### src/include/lpdp_pkg.sv
// shared constants, command codes and types for the low-power dram link
// Contract
// auto precharge bit closes bank after burst
// auto precharge applies to one command only
// controller waits precharge time after auto precharge
// all rows refreshed within 64ms window
// refresh spaced at window over rows
// one auto refresh command, one refresh
// refresh with clock gate low enters self refresh
// self refresh ignores inputs; clock may stop
// clock gate low for at least refresh cycle
// stable clock, then exit delay before command
// extra auto refresh after self refresh exit
// clock gate low while idle enters power-down
// power-down treats other inputs as don't-care
// power-down minimum time, ends for refresh
// power-down exit on gate high with nop
// burst stop with gate low: deepest sleep
// deepest sleep loses data and mode settings
// deepest sleep exit: 200us nops, re-init
// clock stop only when quiet, gate high
// one nop after clock restart before access
// precharged bank needs activate before access
// track open banks and power state
package lpdp_pkg;
  localparam int CLK_NS = 40;
  localparam int ADDR_W = 13;
  localparam int BA_W = 2;
  localparam int NBANK = 4;
  localparam int AP_SEL_BIT = 10;
  localparam int TMR_W = 16;
  localparam int BURST_LEN = 4;
  localparam int T_ROW_PRE_NS = 18;
  localparam int T_REF_CYCLE_NS = 72;
  localparam int T_SR_EXIT_NS = 112;
  localparam int T_PD_EXIT_NS = 25;
  localparam int T_GATE_LOW_NS = 40;
  localparam int T_ACT_ACC_NS = 18;
  localparam int T_MODE_SET_NS = 20;
  localparam int REF_WINDOW_NS = 64000000;
  localparam int ROWS = 8192;
  localparam int DEEP_NOP_NS = 200000;
  localparam int CSTOP_NOP_CYC = 1;
  localparam logic [1:0] BA_MODE = 2'h0;
  localparam logic [1:0] BA_EXT_MODE = 2'h2;
  // {chip select, row strobe, column strobe, write enable}, all active low
  localparam logic [3:0] CMD_MRS = 4'h0;
  localparam logic [3:0] CMD_REF = 4'h1;
  localparam logic [3:0] CMD_PRE = 4'h2;
  localparam logic [3:0] CMD_ACT = 4'h3;
  localparam logic [3:0] CMD_WRITE = 4'h4;
  localparam logic [3:0] CMD_READ = 4'h5;
  localparam logic [3:0] CMD_BST = 4'h6;
  localparam logic [3:0] CMD_NOP = 4'h7;

  function automatic int cyc_min(input int ns);
    int c;
    c = (ns + CLK_NS - 1) / CLK_NS;
    return (c < 1) ? 1 : c;
  endfunction : cyc_min

  function automatic int cyc_max(input int ns);
    int c;
    c = ns / CLK_NS;
    return (c < 1) ? 1 : c;
  endfunction : cyc_max

  function automatic logic [NBANK-1:0] bank_bit(input logic [BA_W-1:0] ba);
    return NBANK'(1) << ba;
  endfunction : bank_bit

  function automatic logic is_nop(input logic [3:0] cmd);
    return cmd[3] || (cmd == CMD_NOP);
  endfunction : is_nop

  localparam int RP_CYC = cyc_min(T_ROW_PRE_NS);
  localparam int RFC_CYC = cyc_min(T_REF_CYCLE_NS);
  localparam int XS_CYC = cyc_min(T_SR_EXIT_NS);
  localparam int XP_CYC = cyc_min(T_PD_EXIT_NS);
  localparam int GATE_LOW_CYC = cyc_min(T_GATE_LOW_NS);
  localparam int RCD_CYC = cyc_min(T_ACT_ACC_NS);
  localparam int MRD_CYC = cyc_min(T_MODE_SET_NS);
  localparam int REFI_CYC = cyc_max(REF_WINDOW_NS / ROWS);
  localparam int DEEP_NOP_CYC = cyc_min(DEEP_NOP_NS);

  typedef enum logic [2:0] {
    PWR_NORMAL, PWR_PDN_PRE, PWR_PDN_ACT, PWR_SELF_REF, PWR_DEEP,
    PWR_CLK_STOP
  } lpdp_pwr_t;

  typedef enum logic [3:0] {
    OP_ACT, OP_READ, OP_WRITE, OP_PRE, OP_MRS, OP_PDN, OP_SREF, OP_DEEP,
    OP_CSTOP, OP_WAKE
  } lpdp_op_t;

  typedef enum logic [2:0] {
    CS_RUN, CS_PDN, CS_SREF, CS_DEEP, CS_CSTOP, CS_EXIT
  } lpdp_cstate_t;
endpackage : lpdp_pkg

### src/include/lpdp_if.sv
// command, address, clock gate and clock-run wires between the two ends
`timescale 1ns/1ps
interface lpdp_if;
  import lpdp_pkg::*;
  logic ck_run;
  logic cke;
  logic [3:0] cmd;
  logic [BA_W-1:0] ba;
  logic [ADDR_W-1:0] addr;
  modport ctrl (output ck_run, output cke, output cmd, output ba,
                output addr);
  modport mem (input ck_run, input cke, input cmd, input ba, input addr);
endinterface : lpdp_if

### src/rtl/lpdp_ctrl.sv
// controller end: request sequencing, refresh scheduling, power exits
`timescale 1ns/1ps
module lpdp_ctrl import lpdp_pkg::*; #(
  parameter int REFI = REFI_CYC,
  parameter int DEEP_WAIT = DEEP_NOP_CYC
) (
  input wire logic clk,
  input wire logic reset_n,
  input wire logic req_valid,
  input wire lpdp_op_t req_op,
  input wire logic [BA_W-1:0] req_bank,
  input wire logic [ADDR_W-1:0] req_addr,
  input wire logic req_ap,
  output logic req_ready,
  output lpdp_cstate_t ctrl_state,
  output logic refresh_issued,
  output logic need_init,
  lpdp_if.ctrl bus
);
  lpdp_cstate_t st_q, st_d;
  logic cke_q, cke_d;
  logic ck_run_q, ck_run_d;
  logic [3:0] cmd_q, cmd_d;
  logic [BA_W-1:0] ba_q, ba_d;
  logic [ADDR_W-1:0] addr_q, addr_d;
  logic [NBANK-1:0] open_q, open_d;
  logic [NBANK-1:0] blk_load;
  logic [7:0] blk_val;
  logic [7:0] blk_q [NBANK];
  logic [3:0] bst_q;
  logic bst_load;
  logic [TMR_W-1:0] ref_cnt_q;
  logic ref_due_q;
  logic ref_clr;
  logic sr_exit;
  logic init_set;
  logic wt_load;
  logic [TMR_W-1:0] wt_val;
  logic wt_done;
  logic blk_zero;

  always_comb
  begin
    blk_zero = 1'b1;
    for (int i = 0; i < NBANK; i++)
      blk_zero = blk_zero && (blk_q[i] == 8'h0);
  end

  wire all_idle = open_q == '0;
  wire quiet = bst_q == 4'h0 && blk_zero;
  wire in_run = st_q == CS_RUN && wt_done;
  wire do_ref = in_run && ref_due_q && quiet;
  wire ref_pre = do_ref && !all_idle;
  wire ref_now = do_ref && all_idle;
  wire bank_free = blk_q[req_bank] == 8'h0;
  wire is_rw = req_op == OP_READ || req_op == OP_WRITE;
  wire wake = req_op == OP_WAKE;
  wire run_ok =
    (req_op == OP_ACT) ? bank_free && !open_q[req_bank] :
    is_rw ? bank_free && open_q[req_bank] :
    (req_op == OP_PRE) ? bank_free :
    (req_op == OP_MRS || req_op == OP_SREF) ? all_idle && quiet :
    (req_op == OP_DEEP) ? all_idle && quiet :
    (req_op == OP_PDN) ? bst_q == 4'h0 :
    (req_op == OP_CSTOP) ? quiet && cke_q :
    wake;
  wire sleep_ok = wt_done && wake &&
    (st_q == CS_PDN || st_q == CS_DEEP || st_q == CS_CSTOP ||
     (st_q == CS_SREF && ck_run_q));
  assign req_ready = (in_run && !do_ref && run_ok) || sleep_ok;
  wire take = req_valid && req_ready;
  wire [ADDR_W-1:0] ap_addr = ADDR_W'(1) << AP_SEL_BIT;

  always_comb
  begin
    st_d = st_q;
    cke_d = cke_q;
    ck_run_d = ck_run_q;
    cmd_d = CMD_NOP;
    ba_d = ba_q;
    addr_d = addr_q;
    open_d = open_q;
    blk_load = '0;
    blk_val = 8'h0;
    bst_load = 1'b0;
    ref_clr = 1'b0;
    sr_exit = 1'b0;
    init_set = 1'b0;
    wt_load = 1'b0;
    wt_val = '0;
    case (st_q)
      CS_RUN:
        if (ref_pre)
        begin
          cmd_d = CMD_PRE;
          addr_d = ap_addr;
          open_d = '0;
          blk_load = {NBANK{1'b1}};
          blk_val = 8'(RP_CYC);
        end
        else if (ref_now)
        begin
          cmd_d = CMD_REF;
          ref_clr = 1'b1;
          wt_load = 1'b1;
          wt_val = TMR_W'(RFC_CYC);
        end
        else if (take)
        begin
          ba_d = req_bank;
          addr_d = req_addr;
          case (req_op)
            OP_ACT:
            begin
              cmd_d = CMD_ACT;
              open_d = open_q | bank_bit(req_bank);
              wt_load = 1'b1;
              wt_val = TMR_W'(RCD_CYC);
            end
            OP_READ, OP_WRITE:
            begin
              cmd_d = (req_op == OP_READ) ? CMD_READ : CMD_WRITE;
              addr_d[AP_SEL_BIT] = req_ap;
              bst_load = 1'b1;
              if (req_ap)
              begin
                open_d = open_q & ~bank_bit(req_bank);
                blk_load = bank_bit(req_bank);
                blk_val = 8'(RP_CYC + BURST_LEN / 2);
              end
            end
            OP_PRE:
            begin
              cmd_d = CMD_PRE;
              addr_d[AP_SEL_BIT] = req_ap;
              open_d = req_ap ? '0 : open_q & ~bank_bit(req_bank);
              blk_load = req_ap ? {NBANK{1'b1}} : bank_bit(req_bank);
              blk_val = 8'(RP_CYC);
            end
            OP_MRS:
            begin
              cmd_d = CMD_MRS;
              wt_load = 1'b1;
              wt_val = TMR_W'(MRD_CYC);
            end
            OP_PDN:
            begin
              cke_d = 1'b0;
              st_d = CS_PDN;
              wt_load = 1'b1;
              wt_val = TMR_W'(GATE_LOW_CYC);
            end
            OP_SREF:
            begin
              cmd_d = CMD_REF;
              cke_d = 1'b0;
              st_d = CS_SREF;
              wt_load = 1'b1;
              wt_val = TMR_W'(RFC_CYC);
            end
            OP_DEEP:
            begin
              cmd_d = CMD_BST;
              cke_d = 1'b0;
              st_d = CS_DEEP;
            end
            OP_CSTOP:
            begin
              ck_run_d = 1'b0;
              st_d = CS_CSTOP;
            end
            default:
              cmd_d = CMD_NOP;
          endcase
        end
      CS_PDN:
        if (wt_done && (take || ref_due_q))
        begin
          cke_d = 1'b1;
          st_d = CS_EXIT;
          wt_load = 1'b1;
          wt_val = TMR_W'(XP_CYC);
        end
      CS_SREF:
        if (req_valid && wake && wt_done && !ck_run_q)
          ck_run_d = 1'b1;
        else if (take)
        begin
          cke_d = 1'b1;
          st_d = CS_EXIT;
          sr_exit = 1'b1;
          wt_load = 1'b1;
          wt_val = TMR_W'(XS_CYC);
        end
        else if (!(req_valid && wake && wt_done) && cmd_q != CMD_REF)
          ck_run_d = 1'b0;
      CS_DEEP:
        if (take)
        begin
          cke_d = 1'b1;
          st_d = CS_EXIT;
          init_set = 1'b1;
          wt_load = 1'b1;
          wt_val = TMR_W'(DEEP_WAIT);
        end
      CS_CSTOP:
        if (take)
        begin
          ck_run_d = 1'b1;
          st_d = CS_EXIT;
          wt_load = 1'b1;
          wt_val = TMR_W'(CSTOP_NOP_CYC);
        end
      CS_EXIT:
        if (wt_done)
          st_d = CS_RUN;
      default:
        st_d = CS_RUN;
    endcase
  end

  lpdp_timer #(.W(TMR_W)) u_wait_timer (
    .clk(clk),
    .reset_n(reset_n),
    .load(wt_load),
    .value(wt_val),
    .done(wt_done)
  );

  wire ref_tick = ref_cnt_q == '0;

  always_ff @(posedge clk or negedge reset_n)
  begin
    if (!reset_n)
    begin
      st_q <= CS_RUN;
      cke_q <= 1'b1;
      ck_run_q <= 1'b1;
      cmd_q <= CMD_NOP;
      ba_q <= '0;
      addr_q <= '0;
      open_q <= '0;
      bst_q <= 4'h0;
    end
    else
    begin
      st_q <= st_d;
      cke_q <= cke_d;
      ck_run_q <= ck_run_d;
      cmd_q <= cmd_d;
      ba_q <= ba_d;
      addr_q <= addr_d;
      open_q <= open_d;
      bst_q <= bst_load ? 4'((BURST_LEN / 2)) :
        ((bst_q != 4'h0) ? bst_q - 4'h1 : 4'h0);
    end
  end

  always_ff @(posedge clk or negedge reset_n)
  begin
    if (!reset_n)
      for (int i = 0; i < NBANK; i++)
        blk_q[i] <= 8'h0;
    else
      for (int i = 0; i < NBANK; i++)
        blk_q[i] <= blk_load[i] ? blk_val :
          ((blk_q[i] != 8'h0) ? blk_q[i] - 8'h1 : 8'h0);
  end

  // refresh interval counter; a new due or a self refresh exit beats clear
  always_ff @(posedge clk or negedge reset_n)
  begin
    if (!reset_n)
    begin
      ref_cnt_q <= '0;
      ref_due_q <= 1'b0;
      refresh_issued <= 1'b0;
      need_init <= 1'b0;
    end
    else
    begin
      ref_cnt_q <= ref_tick ? TMR_W'(REFI - 1) : ref_cnt_q - TMR_W'(1);
      ref_due_q <= ref_tick || sr_exit || (ref_due_q && !ref_clr);
      refresh_issued <= ref_clr;
      need_init <= init_set || (need_init && !(take && req_op == OP_MRS));
    end
  end

  assign ctrl_state = st_q;
  assign bus.cke = cke_q;
  assign bus.ck_run = ck_run_q;
  assign bus.cmd = cmd_q;
  assign bus.ba = ba_q;
  assign bus.addr = addr_q;
endmodule : lpdp_ctrl

### src/rtl/lpdp_timer.sv
// loadable down counter with a done level
`timescale 1ns/1ps
module lpdp_timer #(
  parameter int W = 16
) (
  input wire logic clk,
  input wire logic reset_n,
  input wire logic load,
  input wire logic [W-1:0] value,
  output logic done
);
  logic [W-1:0] cnt_q;

  assign done = (cnt_q == '0);

  always_ff @(posedge clk or negedge reset_n)
  begin
    if (!reset_n)
      cnt_q <= '0;
    else if (load)
      cnt_q <= value;
    else if (!done)
      cnt_q <= cnt_q - W'(1);
  end
endmodule : lpdp_timer

### src/flat_wrapper.sv
// flat-port wrapper written by rule: the top's interface ports become plain ports
module lpdp_ctrl_flat import lpdp_pkg::*;
#(
  parameter int REFI = REFI_CYC,
  parameter int DEEP_WAIT = DEEP_NOP_CYC
)
  (clk, reset_n, req_valid, req_op, req_bank, req_addr, req_ap, req_ready, ctrl_state, refresh_issued, need_init, bus_ck_run, bus_cke, bus_cmd, bus_ba, bus_addr);
  lpdp_if bus_i ();
  input wire logic clk;
  input wire logic reset_n;
  input wire logic req_valid;
  input wire lpdp_op_t req_op;
  input wire logic [BA_W-1:0] req_bank;
  input wire logic [ADDR_W-1:0] req_addr;
  input wire logic req_ap;
  output logic req_ready;
  output lpdp_cstate_t ctrl_state;
  output logic refresh_issued;
  output logic need_init;
  output wire logic [$bits(bus_i.ck_run)-1:0] bus_ck_run;
  output wire logic [$bits(bus_i.cke)-1:0] bus_cke;
  output wire logic [$bits(bus_i.cmd)-1:0] bus_cmd;
  output wire logic [$bits(bus_i.ba)-1:0] bus_ba;
  output wire logic [$bits(bus_i.addr)-1:0] bus_addr;
  assign bus_ck_run = bus_i.ck_run;
  assign bus_cke = bus_i.cke;
  assign bus_cmd = bus_i.cmd;
  assign bus_ba = bus_i.ba;
  assign bus_addr = bus_i.addr;
  lpdp_ctrl #(.REFI(REFI), .DEEP_WAIT(DEEP_WAIT)) u_core (.clk(clk), .reset_n(reset_n), .req_valid(req_valid), .req_op(req_op), .req_bank(req_bank), .req_addr(req_addr), .req_ap(req_ap), .req_ready(req_ready), .ctrl_state(ctrl_state), .refresh_issued(refresh_issued), .need_init(need_init), .bus(bus_i));
endmodule
### config.mk
export PLATFORM = sky130hd
export DESIGN_NAME = lpdp_ctrl_flat
export DESIGN_NICKNAME = d
export VERILOG_FILES = /design/src/include/lpdp_pkg.sv /design/src/include/lpdp_if.sv /design/src/rtl/lpdp_ctrl.sv /design/src/rtl/lpdp_timer.sv /design/src/flat_wrapper.sv
export SDC_FILE = /design/constraint.sdc
export NUM_CORES = 1
export LEC_CHECK = 0
export ABC_CLOCK_PERIOD_IN_PS = 3500
export BUFFER_PORTS_ARGS = -buffer_cell sky130_fd_sc_hd__buf_2
export CORE_ASPECT_RATIO = 2
export CORE_MARGIN = 5
export CORE_UTILIZATION = 54
export DETAILED_ROUTE_END_ITERATION = 8
export GPL_ROUTABILITY_DRIVEN = 1
export MAX_ROUTING_LAYER = met4
export PLACE_DENSITY = 0.8
export RECOVER_POWER = 50
export SETUP_SLACK_MARGIN = 0.2
export SYNTH_ARGS = -nofsm -noshare
export SYNTH_HDL_FRONTEND = slang
export SYNTH_HIERARCHICAL = 1
export SYNTH_SLANG_ARGS = --single-unit
### constraint.sdc
create_clock -name clk -period 3.5 [get_ports clk]
set_input_delay 0.7 -clock clk [delete_from_list [all_inputs] [get_ports clk]]
set_output_delay 0.7 -clock clk [all_outputs]
set_load 0.02 [all_outputs]
==> flow_summary.ini <==
[setup_path]
cp.arrival_ps = 2610
critPathKind = flop to output port
start_kind = flop
worst-path-max-fanout = 4
crit_chain = inv_2 -> ha_4 -> or4b_4 -> nor2_4 -> and4bb_2 -> a21oi_1 -> a21o_1 -> a21oi_4 -> buf_6
crit_required_ps = 2800
rrSetupSlack_ps = 350
worstSetupEndpointType = output port
regToRegEndpoint = u_core/blk_q[17]$_DFF_PN0_
cp_slowest_cell = or4b_4
rr_startpoint = u_core/u_wait_timer/cnt_q[1]$_DFFE_PN0P_
r2r_cells = 12
max_stage_delay_ps = 510

[drt]
routed_wl_mm = 14.6
post_drt_wl_per_cell_um = 17.4
vias = 5021
drt_pre_antenna_iters = 6
avgViaCountPerCell = 5.98
ant_nets = 0
drc = 0
drt_iter0_drc = 276

[global_route]
antenna_found_initial = 0
grt_first_pass_wirelength_mm = 24.1
grt_remaining_overflow = 0
grt_max_degree = 99
track_usage = 0.250
grt_pass1_vias = 5096

[synth]
synth.largest_area_cell = dfrtp_1
synthArstFlopShare = 1.00
synth-edff-count = 0
synth_ff_type = dfrtp_1
ys_top_cells_by_area = dfrtp_1 (42%), nand2_1 (4.9%), nor2_1 (4.8%), xnor2_1 (3.8%), a21oi_1 (3.6%)
synth-simple-area-share = 0.263
syn_avg_cell_area_um2 = 9.13
synth_top_family_by_area = simple AND/OR/NAND/NOR gates
yosys_warnings = 6
ys_ff_latch = 98
synthesis.instances = 611
yosysMostFrequentCell = dfrtp_1
netlist_area_um2 = 5580
synth_top_area_frac = 0.417
seq_area_frac_synth = 0.441
synth_compound_area_frac = 0.174
synthMuxAreaShare = 0.0184
ys_types = 82
yosys.area_share.adder = 0.0193
ys_top_cells_by_count = dfrtp_1 (93), nand2_1 (73), nor2_1 (71), a21oi_1 (40), nor3_1 (35)
synth_xor_area_frac = 0.0502

[pwr]
switchingPower_mw = 1.28
internal-power_mw = 2.46
leakage_nw = 2.79
p_comb_frac = 0.282
swShare = 0.341
pwr-share-clk = 0.261
powerDensity_nw_per_um2 = 561
irDropWorstVdd_uv = 499
power.share.sequential = 0.458

[die]
die_w_um = 81.9
die_area_um2 = 12600
coreArea_um2 = 10100
die_height_um = 154
io_pins = 50
start_util = 0.550
rows = 52

[finish]
final_cells = 839
n_antenna_cell = 0
fin_nets = 729
multi_input_comb_area_um2 = 3090
ff_latch_area_um2 = 2460
drive_above_1_share = 0.226
n_fill_cell = 841
syn_to_final_growth_pct = 19.4

[outcome]
violations = max-capacitance violations, max-slew violations
outcome = complete, but fails checks

[placed_design]
dpl.hpwl_mm = 10.6
io_buffers = 48
pre_cts_ws_ps = 54.9
place_inst = 812
gp_congestion = 0.947

[min_path]
hold-path-endpoint = u_core/bus.ba[0]$_DFFE_PN0P_
min_path_cells = 2
min_from = u_core/bus.ba[0]$_DFFE_PN0P_
min_path_type = flop to flop

[sta]
setup_tns_ps = 0
layout_min_cycle_time_ps = 3310
fin_ws_ps = 192
rsz0062_at_grt = yes
finalHoldViolations = 0
skew_ps = 7.82
slew_violations = 99
min_period_over_period = 0.945
timing.fmax_mhz = 302
finalSetupViolCount = 0
worstMarginPinSlew_ps = 2380
relSlewSlack = -0.585
timing.hold.ws_ps = 490

[cts]
clkTransAtPathRegs_ps = 70
root_buffer = clkbuf_16
clkLatencyLatePin_ps = 340
clk_path_buf_depth = 2
clock_sinks = 98
numCtsBuffers = 9
ctsHoldBuffers = 0
cts_tree = yes
htreeDepth = 3

[job]
drv_cap = 1
==> per-layer routing <==
metal | global-route usage | vias to the layer above | wire length (um)
met3 | 0.0386 | 47 | 524
li1 | - | 2359 | -
met4 | 0.123 | 0 | 616
met5 | - | - | 0
met1 | 0.253 | 2465 | 5150
met2 | 0.447 | 150 | 8290
==> per-stage QoR <==
step | area [um^2] | utilization | total power, mW
final | 6660 | 0.656 | 3.74
after global routing | 6660 | 0.656 | 3.98
after CTS | 6550 | 0.645 | 3.70
after detailed placement | 6170 | 0.608 | 2.68
after global placement | 6170 | 0.608 | 2.60
after floorplan | 5630 | - | 2.36
==> state kept, by name, summed over array words and instances, names as in the netlist <==
register	flops
u_core/refresh_issued	1
u_core/bst_q	4
u_core/ctrl_state	3
u_core/bus.cmd	3
u_core/bus.ba	2
u_core/bus.ck_run	1
u_core/ref_due_q	1
u_core/open_q	4
u_core/u_wait_timer/cnt_q	16
u_core/bus.cke	1
u_core/ref_cnt_q	16
u_core/blk_q	32
u_core/need_init	1
u_core/bus.addr	13
==> placed cells by master, fill, tap and decap left out, types with 5 or more instances in the layout <==
cell / n
conb_1: 10
xnor2_1: 24
buf_2: 34
ha_1: 5
o21bai_1: 7
nand2b_1: 5
nor2b_1: 14
xor2_1: 8
clkbuf_1: 12
nor2_1: 69
nor4_1: 12
nand2_1: 73
buf_4: 40
or4_1: 5
nor3_1: 35
o31ai_1: 7
inv_1: 17
dfrtp_1: 93
clkbuf_16: 9
o21ai_0: 21
nand3_1: 9
or2_2: 5
and2_1: 6
a21oi_1: 39
dfstp_2: 5
or3_1: 6
mux2i_1: 8
==> cells by family after synthesis <==
logic type                 count (synthesis)
and+or+nand+nor                          280
DFF                                       98
other                                      1
AOI/OAI and AO/OA                        139
buffers and inverters                     43
adders and majority gates                  9
xor gates and xnor gates                  32
muxes                                      9
==> final cells by class <==
| cell class | count | share of cell area |
|---|---|---|
| sequential | 98 | 0.369 |
| clock buffer | 11 | 0.0379 |
| timing repair buffer | 91 | 0.0856 |
| multi-input combinational | 479 | 0.464 |
| tap | 135 | 0.0254 |
| inverter | 20 | 0.0113 |
| clock inverter | 5 | 0.00638 |
==> worst max-delay path by stage <==
stage,from,endpoint
2_1_floorplan,u_core/blk_q[24]$_DFF_PN0_,u_core/u_wait_timer/cnt_q[10]$_DFFE_PN0P_
3_3_place_gp,u_core/u_wait_timer/cnt_q[0]$_DFFE_PN0P_,u_core/u_wait_timer/cnt_q[7]$_DFFE_PN0P_
3_5_place_dp,u_core/u_wait_timer/cnt_q[0]$_DFFE_PN0P_,u_core/u_wait_timer/cnt_q[8]$_DFFE_PN0P_
4_1_cts,u_core/blk_q[24]$_DFF_PN0_,req_ready
5_1_grt,u_core/blk_q[25]$_DFF_PN0_,req_ready
6_report,u_core/blk_q[24]$_DFF_PN0_,req_ready
==> power groups by stage <==
stage | clock [mW] | sequential (mW) | combinational [mW]
floorplan | 0 | 1.64 | 0.727
global placement | 0 | 1.68 | 0.923
detailed placement | 0 | 1.71 | 0.969
CTS | 0.996 | 1.69 | 1.02
global route | 1.05 | 1.75 | 1.18
finish | 0.974 | 1.71 | 1.05
==> critical path, delay by kind of cell (launching register included) <==
family          cells  cell delay [ps]
flops               1              410
compound gates      3              510
fa+ha+maj           1              150
simple gates        3              970
buf+inv             2              220
==> what timing repair did <==
item / 4_1_cts / 5_1_grt
gates resized for setup: 10 / 21
pin swaps: 6 / 6
setup buffers: 5 / 6
setup endpoints to repair: 18 / 34
No activity file was read; power rests on OpenSTA's default activity.
